===== src/can_mode_consts.svh =====
// Offsets, field positions, reset values and timing figures
// Assumes a single 40 MHz clock and a byte-addressed AHB-Lite slave with 32-bit registers
`ifndef CAN_MODE_CONSTS_SVH
`define CAN_MODE_CONSTS_SVH

`define CLK_PERIOD_NS 25
`define FILTER_TIME_NS 1000
`define TXD_TIMEOUT_NS 1000000
`define WAKE_REACTION_NS 2000
`define MODE_CHANGE_NS 20000

`define REG_CTRL_ADDR 8'h00
`define REG_STATUS_ADDR 8'h04
`define CTRL_TIMEOUT_EN_BIT 0
`define CTRL_OVERTEMP_EN_BIT 1
`define CTRL_RESET 32'h0000_0003
`define STAT_MODE_LSB 0
`define STAT_CHANGING_BIT 2
`define STAT_TIMEOUT_BIT 3
`define STAT_OVERTEMP_BIT 4
`define STAT_WAKE_BIT 5

`endif


===== src/can_mode_pkg.sv =====
// Types shared by the transceiver mode controller
// Assumes the constants header is included by the design file
package can_mode_pkg;

   typedef enum logic [1:0] {
      MODE_POWER_DOWN,
      MODE_STANDBY,
      MODE_FORCED_STANDBY,
      MODE_NORMAL
   } mode_type;

   typedef struct packed {
      logic txd;
      logic mode_select_input;
      logic logic_supply_good;
      logic tx_supply_good;
      logic overtemp;
      logic bus_dominant;
   } pins_type;

   typedef struct packed {
      logic bus_drive_dominant;
      logic bias_mid_on;
      logic bias_gnd_on;
      logic normal_rx_on;
      logic low_power_rx_on;
   } analog_ctrl_type;

endpackage


===== src/can_mode_ctrl.sv =====
// Mode, wake-up and fail-safe control of a high-speed CAN transceiver
// Assumes all pin-side inputs are asynchronous and an AHB-Lite master
//
// Our own choices: the register offsets and register access over AHB-Lite.
`timescale 1ns/1ps
`include "can_mode_consts.svh"

module can_mode_ctrl
   import can_mode_pkg::*;
#(
   parameter int TXD_TIMEOUT_CYC = `TXD_TIMEOUT_NS / `CLK_PERIOD_NS
) (
   input wire logic clk,
   input wire logic nrst,
   input wire logic hsel,
   input wire logic [7:0] haddr,
   input wire logic [1:0] htrans,
   input wire logic hwrite,
   input wire logic [2:0] hsize,
   input wire logic [31:0] hwdata,
   input wire logic hready,
   output logic [31:0] hrdata,
   output logic hreadyout,
   output logic hresp,
   input wire pins_type pins,
   output logic rxd,
   output analog_ctrl_type analog,
   output mode_type mode
);

   localparam int FILTER_CYC =
      (`FILTER_TIME_NS + `CLK_PERIOD_NS - 1) / `CLK_PERIOD_NS;
   localparam int WAKE_CYC = `WAKE_REACTION_NS / `CLK_PERIOD_NS;
   localparam int MODE_CYC = `MODE_CHANGE_NS / `CLK_PERIOD_NS;
   localparam int MODE_BOUND = MODE_CYC + 2;
   localparam int WAKE_BOUND = WAKE_CYC;

   logic rst_meta_r, rst_n;
   pins_type sync1_r, sync2_r;
   mode_type mode_r, tgt_r, tgt_nxt;
   logic changing_r;
   logic [11:0] mode_cnt_r;
   logic [11:0] filt_cnt_r;
   logic filt_r, armed_r;
   logic [15:0] to_cnt_r;
   logic to_block_r, txd_prev_r;
   logic [31:0] ctrl_r;
   logic addr_ok_r, wr_pend_r;
   logic [7:0] addr_r;
   logic rxd_r;
   analog_ctrl_type analog_r;
   logic low_power, normal_run, tx_allowed, ot_block;

   // Reset release through two flops
   always_ff @(posedge clk or negedge nrst) begin
      if (!nrst) begin
         rst_meta_r <= 1'b0;
         rst_n <= 1'b0;
      end else begin
         rst_meta_r <= 1'b1;
         rst_n <= rst_meta_r;
      end
   end

   // Pin and analog conditions, two-flop synchronised
   always_ff @(posedge clk or negedge rst_n) begin
      if (!rst_n) begin
         sync1_r <= '0;
         sync2_r <= '0;
      end else begin
         sync1_r <= pins;
         sync2_r <= sync1_r;
      end
   end

   // Requested mode from supplies and mode-select
   always_comb begin
      tgt_nxt = mode_r;
      if (!sync2_r.logic_supply_good) begin
         tgt_nxt = MODE_POWER_DOWN;
      end else begin
         case (mode_r)
            MODE_POWER_DOWN: begin
               if (sync2_r.mode_select_input) begin
                  tgt_nxt = MODE_STANDBY;
               end else if (sync2_r.tx_supply_good) begin
                  tgt_nxt = MODE_NORMAL;
               end else begin
                  tgt_nxt = MODE_FORCED_STANDBY;
               end
            end
            MODE_STANDBY: begin
               // Supply loss ignored here so it may be switched off
               if (!sync2_r.mode_select_input && sync2_r.tx_supply_good) begin
                  tgt_nxt = MODE_NORMAL;
               end
            end
            MODE_FORCED_STANDBY: begin
               if (sync2_r.mode_select_input) begin
                  tgt_nxt = MODE_STANDBY;
               end else if (sync2_r.tx_supply_good) begin
                  tgt_nxt = MODE_NORMAL;
               end
            end
            MODE_NORMAL: begin
               if (sync2_r.mode_select_input) begin
                  tgt_nxt = MODE_STANDBY;
               end else if (!sync2_r.tx_supply_good) begin
                  tgt_nxt = MODE_FORCED_STANDBY;
               end
            end
            default: tgt_nxt = MODE_POWER_DOWN;
         endcase
      end
   end

   // Mode change sequencing; power-down takes effect at once
   always_ff @(posedge clk or negedge rst_n) begin
      if (!rst_n) begin
         mode_r <= MODE_POWER_DOWN;
         tgt_r <= MODE_POWER_DOWN;
         changing_r <= 1'b0;
         mode_cnt_r <= '0;
      end else if (tgt_nxt == MODE_POWER_DOWN) begin
         mode_r <= MODE_POWER_DOWN;
         tgt_r <= MODE_POWER_DOWN;
         changing_r <= 1'b0;
         mode_cnt_r <= '0;
      end else if (!changing_r) begin
         if (tgt_nxt != mode_r) begin
            tgt_r <= tgt_nxt;
            changing_r <= 1'b1;
            mode_cnt_r <= '0;
         end
      end else if (mode_cnt_r == 12'(MODE_CYC - 1)) begin
         mode_r <= tgt_r;
         changing_r <= 1'b0;
      end else begin
         mode_cnt_r <= mode_cnt_r + 12'h001;
      end
   end

   assign low_power = !changing_r &&
      (mode_r == MODE_STANDBY || mode_r == MODE_FORCED_STANDBY);
   assign normal_run = !changing_r && mode_r == MODE_NORMAL;

   // Activity filter of the low-power receiver
   always_ff @(posedge clk or negedge rst_n) begin
      if (!rst_n) begin
         filt_r <= 1'b0;
         filt_cnt_r <= '0;
         armed_r <= 1'b0;
      end else if (!low_power) begin
         // Start from the bus level so a stuck dominant bus cannot wake
         filt_r <= sync2_r.bus_dominant;
         filt_cnt_r <= '0;
         armed_r <= 1'b0;
      end else if (sync2_r.bus_dominant == filt_r) begin
         filt_cnt_r <= '0;
      end else if (filt_cnt_r == 12'(FILTER_CYC - 1)) begin
         filt_r <= sync2_r.bus_dominant;
         filt_cnt_r <= '0;
         if (sync2_r.bus_dominant) begin
            armed_r <= 1'b1;
         end
      end else begin
         filt_cnt_r <= filt_cnt_r + 12'h001;
      end
   end

   // Dominant time-out on the transmit input
   always_ff @(posedge clk or negedge rst_n) begin
      if (!rst_n) begin
         to_cnt_r <= '0;
         to_block_r <= 1'b0;
         txd_prev_r <= 1'b1;
      end else begin
         txd_prev_r <= sync2_r.txd;
         if (sync2_r.txd) begin
            to_cnt_r <= '0;
            if (!txd_prev_r) begin
               to_block_r <= 1'b0;
            end
         end else if (normal_run && ctrl_r[`CTRL_TIMEOUT_EN_BIT]) begin
            if (to_cnt_r == 16'(TXD_TIMEOUT_CYC - 1)) begin
               to_block_r <= 1'b1;
            end else begin
               to_cnt_r <= to_cnt_r + 16'h0001;
            end
         end
      end
   end

   // Sensor carries its own hysteresis
   assign ot_block = normal_run && sync2_r.overtemp &&
      ctrl_r[`CTRL_OVERTEMP_EN_BIT];
   assign tx_allowed = normal_run && !to_block_r && !ot_block;

   // Registered pin-side controls and receive output
   always_ff @(posedge clk or negedge rst_n) begin
      if (!rst_n) begin
         rxd_r <= 1'b1;
         analog_r <= '0;
      end else begin
         analog_r.bus_drive_dominant <= tx_allowed && !sync2_r.txd;
         analog_r.bias_mid_on <= mode_r == MODE_NORMAL;
         analog_r.bias_gnd_on <= mode_r == MODE_STANDBY ||
            mode_r == MODE_FORCED_STANDBY;
         analog_r.normal_rx_on <= normal_run;
         analog_r.low_power_rx_on <= mode_r == MODE_STANDBY ||
            mode_r == MODE_FORCED_STANDBY;
         if (normal_run) begin
            rxd_r <= !sync2_r.bus_dominant;
         end else if (low_power && armed_r) begin
            rxd_r <= !filt_r;
         end else begin
            rxd_r <= 1'b1;
         end
      end
   end

   assign rxd = rxd_r;
   assign analog = analog_r;
   assign mode = mode_r;

   // AHB-Lite slave, zero wait states, always OKAY
   assign hreadyout = 1'b1;
   assign hresp = 1'b0;

   always_ff @(posedge clk or negedge rst_n) begin
      if (!rst_n) begin
         addr_r <= '0;
         addr_ok_r <= 1'b0;
         wr_pend_r <= 1'b0;
         hrdata <= '0;
      end else begin
         wr_pend_r <= 1'b0;
         if (hsel && hready && htrans[1]) begin
            addr_r <= haddr;
            addr_ok_r <= hsize == 3'h2;
            wr_pend_r <= hwrite;
            hrdata <= '0;
            if (!hwrite && haddr == `REG_CTRL_ADDR) begin
               hrdata <= ctrl_r;
            end else if (!hwrite && haddr == `REG_STATUS_ADDR) begin
               hrdata[`STAT_MODE_LSB +: 2] <= mode_r;
               hrdata[`STAT_CHANGING_BIT] <= changing_r;
               hrdata[`STAT_TIMEOUT_BIT] <= to_block_r;
               hrdata[`STAT_OVERTEMP_BIT] <= ot_block;
               hrdata[`STAT_WAKE_BIT] <= armed_r;
            end
         end
      end
   end

   // Only the two enable bits are writable
   always_ff @(posedge clk or negedge rst_n) begin
      if (!rst_n) begin
         ctrl_r <= `CTRL_RESET;
      end else if (wr_pend_r && addr_ok_r && addr_r == `REG_CTRL_ADDR) begin
         ctrl_r <= {30'h0000_0000, hwdata[1:0]};
      end
   end
endmodule // can_mode_ctrl


===== config.mk =====
export PLATFORM = sky130hd
export DESIGN_NAME = can_mode_ctrl
export DESIGN_NICKNAME = d
export VERILOG_FILES = /design/src/can_mode_pkg.sv /design/src/can_mode_ctrl.sv
export VERILOG_INCLUDE_DIRS = /design/src
export SDC_FILE = /design/constraint.sdc
export NUM_CORES = 1
export LEC_CHECK = 0
export BUFFER_PORTS_ARGS = -buffer_cell sky130_fd_sc_hd__buf_2
export CAP_MARGIN = 20
export CORE_MARGIN = 2
export CORE_UTILIZATION = 40
export CTS_BUF_LIST = sky130_fd_sc_hd__clkbuf_4
export DETAILED_ROUTE_END_ITERATION = 10
export HOLD_SLACK_MARGIN = 0.03
export SLEW_MARGIN = 20
export SYNTH_ARGS = -nofsm -noshare
export SYNTH_HDL_FRONTEND = slang
export SYNTH_SLANG_ARGS = --single-unit
export TNS_END_PERCENT = 50

===== constraint.sdc =====
create_clock -name clk -period 2.6 [get_ports clk]
set_input_delay 0.52 -clock clk [delete_from_list [all_inputs] [get_ports clk]]
set_output_delay 0.52 -clock clk [all_outputs]
set_load 0.05 [all_outputs]

==> qor.csv, run 1 <==
stage,metric,value,unit
finish,"Design Area, Final",0.00473,mm²
timing,fin crit share,0.942,
finish,P&R area growth vs syn,11.4,%
synthesis,ys flop type,dfrtp_1,
timing,final hold slack,0.165,ns
finish,Layout Cells excl Fill,608,
clock_tree,CTS Root Cell,clkbuf_4,
finish,number of antenna diodes,0,
clock_tree,clock-pin slew on the worst setup and hold paths,0.16,ns
synthesis,sequential area share after synthesis,0.508,
place,Routability Congestion,0.796,
pwr,Flop pwr share,0.587,
synthesis,cell count after synthesis,413,
clock_tree,clk buf depth,2,
floorplanning,Ports,98,
synthesis,XOR/XNOR Fraction of Synth Area,0.0371,
synthesis,most frequent cell after synthesis,dfrtp_1,
synthesis,number of synthesized flops with an enable pin,0,
finish,nets,530,
pwr,Comb power frac,0.112,
timing,final clock skew,0.0213,ns
synthesis,post-synthesis cell area,0.00425,mm²
timing,fin. max-slew vios,0,
critical_path,CP startpoint,mode[1],
synthesis,largest area contributor in the netlist,dfrtp_1,
floorplanning,Std-Cell Rows,37,
pwr,sw power,752,µW
floorplanning,Core Region,0.0103,mm²
clock_tree,H-tree Lvls,3,
drt,Top Layer Used,met4,
floorplanning,chip width,107,µm
timing,relative slew slack,0.551,
outcome,outcome,"finished, final reports clean",
global_routing,total gr overflow,0,
critical_path,R2R setup slack,0.15,ns
synthesis,#FFs+latches synth,86,
synthesis,Post-Synth Adder-Cell Area,0.0206,
place,DP Worst Slack,0.0820,ns
synthesis,synth warn,0,
synthesis,simple-gate share of the synthesized area,0.201,
drt,metal3 WL,251,µm
timing,fmax,408,MHz
finish,Seq. cell area,0.00216,mm²
drt,Final ANT Viol Nets,0,
synthesis,compound-cell area share of the yosys netlist,0.113,
timing,fin worst setup slack,0.150,ns
global_routing,via count of the first global-routing pass,3098,
drt,TritonRoute pass-1 iters,4,
clock_tree,TritonCTS buffer count,9,
finish,layout cells sized above 1,0.220,
drt,DRT iter0 DRCs,80,
timing,Final min period,2.45,ns
pwr,Cell Pwr Density,520,mW/mm²
place,I/O Buffers,38,
synthesis,mux cell area share after synthesis,0.0413,
drt,drt wl/cell,13.4,µm
run,max-cap violations,0,
critical_path,Worst setup EP type,flip-flop,
synthesis,asr flop ratio synth,1.00,
global_routing,largest net degree at the start of global routing,45,
pwr,Leak,2.13,nW
place,HPWL after DPL,5720,µm
timing,Final Hold Viols,0,
critical_path,reg2reg path depth,9,
critical_path,CP startpoint kind,flip-flop,
place,placed insts,587,
clock_tree,Clock Latency Late Sink,0.45,ns
global_routing,GRT Resource Usage Total,0.155,
critical_path,Worst EP arrival,2.80,ns
timing,Final Setup Violations,0,
floorplanning,Starting Density,0.411,
critical_path,reg-to-reg endpoint,mode_cnt_r[10],
finish,final core occ,0.458,
synthesis,main combinational cell family by area after synthesis,simple AND/OR/NAND/NOR gates,
place,Placed Area,0.00452,mm²
critical_path,Setup Crit Path Kind,flip-flop to flip-flop,
drt,vias per cell,5.10,
floorplanning,height of the die,107,µm
drt,Via Count,3101,
clock_tree,CTS sink cnt,86,
drt,wl on met1,3850,µm
pwr,worst vdd ir,0.266,mV
finish,fill cell count,1006,
hold_path,min-delay worst type,primary input to flip-flop,
synthesis,syn avg cell area,10.3,µm²
global_routing,initial antenna violation count,0,
pwr,Pint,1.71,mW
drt,Met2 Wirelength,3940,µm
drt,DRC errors left,0,
floorplanning,die area,0.0115,mm²
critical_path,R2R Path Start,mode[1],
timing,pin slew with the least headroom to its limit,0.668,ns
drt,Routed WL,8140,µm
critical_path,CP Capture Point,mode_cnt_r[10],
synthesis,Synth cell types,60,
global_routing,first-pass GRT wire length,14300,µm
pwr,switch share,0.306,
synthesis,top post-synthesis cells by area,"dfrtp_1 (48%), buf_4 (5.3%), nor2_1 (3.5%), nand2_1 (3.2%), mux2_2 (3.2%)",
clock_tree,CTS tree,done,
synthesis,Synth top area share,0.483,
synthesis,Synth top cells by count,"dfrtp_1 (82), nor2_1 (40), nand2_1 (36)",
critical_path,CP max FO,7,
finish,footprint of the multi-input gates,0.00189,mm²
pwr,clock share of power,0.301,
critical_path,"Req. time, crit path",2.95,ns
-- metrics by stage --
step	power (mW)	setup TNS, ns
after floorplan	1.71	0
after global placement	1.73	0
after detailed placement	1.74	0
after CTS	2.49	0
after global routing	2.59	-0.00997
final	2.46	0
-- placed cells by master, fill, tap and decap left out, drive strengths merged, types with 4 or more instances in the layout --
| master | instances |
|---|---|
| dfrtp | 82 |
| buf | 53 |
| nor2 | 42 |
| nand2 | 36 |
| conb | 29 |
| o21ai | 28 |
| nand3 | 19 |
| nor3 | 17 |
| inv | 15 |
| a21oi | 13 |
| and3 | 12 |
| xor2 | 12 |
| mux2 | 12 |
| clkbuf | 9 |
| nand4 | 8 |
| ha | 7 |
| or3 | 6 |
| xnor2 | 6 |
| a211oi | 5 |
| nand3b | 4 |
| a22o | 4 |
| mux2i | 4 |
| dfstp | 4 |
| or4 | 4 |
-- critical path, stage by stage (launching register included) --
cell      delay, ns
dfrtp_2        0.48
inv_1          0.12
ha_1           0.34
nor3_1         0.11
or4_4          0.54
o211ai_2       0.12
a211oi_4       0.09
buf_4          0.17
a21o_2         0.18
a32o_1         0.19
-- power groups by stage --
stage	Clock [mW]	Sequential [mW]	Combinational, mW
after global placement	0	1.47	0.264
after floorplan	0	1.46	0.243
final	0.741	1.44	0.277
after detailed placement	0	1.47	0.268
after global routing	0.832	1.46	0.304
after CTS	0.779	1.44	0.270
-- area by class of cell --
type	count	share of cell area
clock buffer	9	0.0143
clock inverter	7	0.0143
inverter	11	0.00873
multi-input combinational	305	0.400
sequential	86	0.458
tap	136	0.0360
timing repair buffer	54	0.0696
-- cells by family after synthesis --
family	Yosys count
adder cells (fa/ha/maj)	7
multiplexers	16
other	2
flip-flops	86
AO/OA/AOI/OAI	70
XOR/XNOR	18
AND/OR/NAND/NOR	165
buffers and inverters	49
-- sequential cells by signal, summed over array words and instances, names as in the netlist, 2 cells and up --
name,cells
ctrl_r,2
analog,4
tgt_r,2
sync2_r,6
to_cnt_r,16
filt_cnt_r,12
addr_r,8
mode_cnt_r,12
sync1_r,6
mode,2
hrdata,6
-- how the worst min path moves through the flow --
stage | from | endpoint | slack (ns) | cells after the start
final | pins[1] | sync1_r[1] | 0.16 | 1
after global routing | pins[5] | sync1_r[5] | 0.12 | 1
after CTS | pins[1] | sync1_r[1] | 0.13 | 1
after detailed placement | nrst | rst_meta_r | 0.31 | 1
after global placement | nrst | rst_meta_r | 0.30 | 1
after floorplan | nrst | rst_meta_r | 0.22 | 0
-- what timing repair did --
action,in CTS,in global routing
buffers inserted,0,4
setup endpoints to repair,0,12
resized for setup,0,6
hold buffers,1,0
endpoints found under the hold margin,2,0
-- per-layer routing --
layer	up-vias	track usage
li1	1511	-
met4	0	0.0399
met5	-	0
met2	57	0.256
met3	8	0.0401
met1	1525	0.201
Note: power is estimated with default switching activity, not from simulation.
==> run 2, diff against run 1 <==
- ABC_AREA: default -> 1
- CTS_BUF_LIST: sky130_fd_sc_hd__clkbuf_4 -> sky130_fd_sc_hd__clkbuf_2
==> run 2 against run 1 <==
Combinational power fell by 8.3%; critical path depth rose by 2; die area rose by 6.1%; non-clock buffer count fell by 5; via count rose by 11%; synthesized area rose by 6.3%; sequential power barely moved; global-route usage fell by 0.075 points; worst hold slack improved by 0.020 ns; first-iteration DRC count rose by 130%; critical path type unchanged; largest cell class unchanged; largest power group unchanged.
==> qor.csv, run 2 <==
stage,metric,value,unit,change
clock_tree,clock-pin slew on the worst setup and hold paths,0.22,ns,+0.06 ns
finish,"Design Area, Final",0.00490,mm²,+3.6%
place,HPWL after DPL,6220,µm,+8.7%
critical_path,R2R Path Start,mode[0],,
timing,fin. max-slew vios,0,,unchanged
pwr,Leak,2.37,nW,+11%
drt,DRT iter0 DRCs,184,,+130%
synthesis,sequential area share after synthesis,0.478,,-0.0303
synthesis,Synth cell types,41,,-32%
timing,Final Hold Viols,0,,unchanged
global_routing,first-pass GRT wire length,14700,µm,+2.8%
finish,max reg flops,16,,unchanged
timing,fin worst setup slack,0.465,ns,+0.315 ns
global_routing,initial antenna violation count,0,,unchanged
synthesis,Synth top cells by count,"nand2_1 (111), dfrtp_1 (82), inv_1 (46)",,
synthesis,post-synthesis cell area,0.00451,mm²,+6.3%
global_routing,GRT Resource Usage Total,0.154,,-0.000746
finish,Reg with most FFs,to_cnt_r,,
timing,final hold slack,0.184,ns,+0.0196 ns
clock_tree,PostCTS Resize Cnt,0,,unchanged
timing,fmax,468,MHz,+15%
synthesis,top post-synthesis cells by area,"dfrtp_1 (45%), nand2_1 (9.2%), buf_4 (4.8%), nand3_1 (4.8%), inv_1 (3.8%)",,
critical_path,worst stage delay on the critical path,0.55,ns,about the same
finish,layout cells sized above 1,0.185,,-0.0357
synthesis,ys flop type,dfrtp_1,,
floorplanning,Ports,98,,unchanged
critical_path,"Slowest-stage cell, CP",dfrtp_1,,
outcome,outcome,"finished, final reports clean",,
floorplanning,die area,0.0122,mm²,+6.1%
critical_path,"Req. time, crit path",3.09,ns,+0.14 ns
hold_path,Hold Path Cell Cnt,3,,+2
floorplanning,Starting Density,0.413,,+0.00159
critical_path,crit-path cells,"inv_2, ha_1, inv_1, nand3_1, a21oi_2, nand2_2, nand2_2, nand2_2, a21oi_1, o21ai_0, nand2_2",,
finish,final core occ,0.448,,-0.0102
place,I/O Buffers,38,,unchanged
clock_tree,CTS Root Cell,clkbuf_2,,
floorplanning,Std-Cell Rows,38,,+2.7%
timing,final clock skew,0.0158,ns,-0.00552 ns
finish,nets,644,,+22%
timing,fin crit share,0.821,,-0.121
drt,TritonRoute pass-1 iters,4,,unchanged
finish,top flop regs,"to_cnt_r: 16 flops, filt_cnt_r: 12 flops, mode_cnt_r: 12 flops",,
finish,fill cell count,1080,,+7.4%
drt,Final ANT Viol Nets,0,,unchanged
synthesis,synth warn,0,,unchanged
critical_path,reg2reg path depth,11,,+2
synthesis,syn avg cell area,8.50,µm²,-17%
floorplanning,chip width,110,µm,+3.0%
drt,Routed WL,8590,µm,+5.5%
synthesis,#FFs+latches synth,86,,unchanged
drt,Via Count,3437,,+11%
synthesis,cell count after synthesis,531,,+29%
critical_path,CP startpoint kind,flip-flop,,
critical_path,"most used cell, CP",nand2_2,,
synthesis,Synth top area share,0.455,,-0.0288
timing,pin slew with the least headroom to its limit,0.686,ns,+0.0171 ns
finish,"most common cell after layout, fill and taps aside",nand2_1,,
critical_path,CP max FO,8,,+1
place,Placed Area,0.00475,mm²,+5.0%
timing,setup TNS,0,ns,unchanged
pwr,Cell Pwr Density,460,mW/mm²,-12%
place,DP Worst Slack,0.506,ns,+0.424 ns
clock_tree,CTS sink cnt,86,,unchanged
synthesis,asr flop ratio synth,1.00,,unchanged
timing,relative slew slack,0.543,,-0.00797
floorplanning,height of the die,110,µm,+3.0%
timing,Final Setup Violations,0,,unchanged
clock_tree,clk buf depth,2,,unchanged
timing,Final min period,2.13,ns,-0.315 ns
synthesis,largest area contributor in the netlist,dfrtp_1,,
finish,number of antenna diodes,0,,unchanged
critical_path,Setup Crit Path Kind,flip-flop to flip-flop,,
hold_path,min-delay worst type,primary input to flip-flop,,
place,Routability Congestion,0.849,,+6.6%
clock_tree,CTS tree,done,,
global_routing,largest net degree at the start of global routing,54,,+20%
global_routing,total gr overflow,0,,unchanged
critical_path,CP startpoint,mode[0],,
clock_tree,Clock Latency Late Sink,0.52,ns,+0.07 ns
clock_tree,TritonCTS buffer count,9,,unchanged
finish,P&R area growth vs syn,8.48,%,
floorplanning,Core Region,0.0109,mm²,+5.9%
global_routing,via count of the first global-routing pass,3215,,+3.8%
drt,vias per cell,4.74,,-7.1%
drt,drt wl/cell,11.8,µm,-12%
critical_path,Worst setup EP type,flip-flop,,
clock_tree,H-tree Lvls,3,,unchanged
drt,DRC errors left,0,,unchanged
hold_path,Hold Startpoint,haddr[3],,
finish,"commonest non-fill, non-tap cells in the layout","nand2_1 (111), dfrtp_1 (81), inv_1 (46)",,
run,max-cap violations,0,,unchanged
synthesis,most frequent cell after synthesis,nand2_1,,
pwr,worst vdd ir,0.189,mV,-29%
timing,RSZ-0062 raised after global routing,no,,
synthesis,number of synthesized flops with an enable pin,0,,unchanged
critical_path,Worst EP arrival,2.62,ns,-0.18 ns
[run 2: cell types whose count changed after synthesis, sizes merged, moves of 6 or more]
| cell | change |
|---|---|
| inv | +40 |
| or2 | +8 |
| and3 | -12 |
| or3 | -6 |
| nand3 | +27 |
| mux2 | -12 |
| nand2 | +103 |
[run 2: timing repair]
item,4_1_cts,5_1_grt
hold buffers,4,3
hold endpoints to repair,5,3
setup buffers,0,0
[run 2: final timing paths]
path	end	slack, ns
setup reg to reg	mode_cnt_r[6]	0.47
min in group asynchronous	rst_n	0.26
max in group asynchronous	ctrl_r[0]	1.51
hold reg to reg	sync2_r[5]	0.38
hold / removal	addr_r[3]	0.18
setup / recovery	mode_cnt_r[6]	0.47
[run 2: area by class of cell]
| cell class | instances | area (µm²) | area share |
|---|---|---|---|
| well taps | 140 | 175 | 0.0358 |
| flip-flops and latches | 86 | 2160 | 0.441 |
| multi-input cells | 384 | 1990 | 0.406 |
| inverters | 51 | 191 | 0.0391 |
| clock buffers | 10 | 50.0 | 0.0102 |
| repair buffers | 49 | 303 | 0.0618 |
| clock inverters | 5 | 28.8 | 0.00588 |
[run 2: cell families (layout without fill, tap and decap cells)]
kind of cell | after synthesis | in the layout | share of synthesized area
compound gates | 54 | 54 | 0.0674
xor+xnor | 16 | 16 | 0.0310
fa+ha+maj | 7 | 7 | 0.0194
buf+inv | 88 | 115 | 0.104
flops | 86 | 86 | 0.478
other cells | 2 | 29 | 0.00166
simple gates | 278 | 278 | 0.299
[run 2: stage by stage]
step                      std cells  power [mW]
after global routing            725        2.39
after floorplan                 558        1.69
after CTS                       722        2.29
after global placement          703        1.71
final                           725        2.25
after detailed placement        703        1.71
[run 2: routing by layer]
layer	track usage	up-vias	part of all wire
met2	0.249	65	0.46
li1	-	1768	-
met3	0.0406	10	0.046
met4	0.0438	0	0.012
met5	0	-	0
met1	0.204	1594	0.48
[run 2: power breakdown]
part	internal, mW	leakage, nW	switching (mW)
combinational	0.0660	1.18	0.188
clock	0.118	0.0512	0.440
sequential	1.39	1.13	0.0529
[run 2: critical path: cells and delay by family, from the launching register on]
kind                     cells  cell delay, ns
AND/OR/NAND/NOR              5            0.61
adder cells (fa/ha/maj)      1            0.25
AO/OA/AOI/OAI                3            0.47
buffers and inverters        2            0.22
flip-flops                   1            0.55
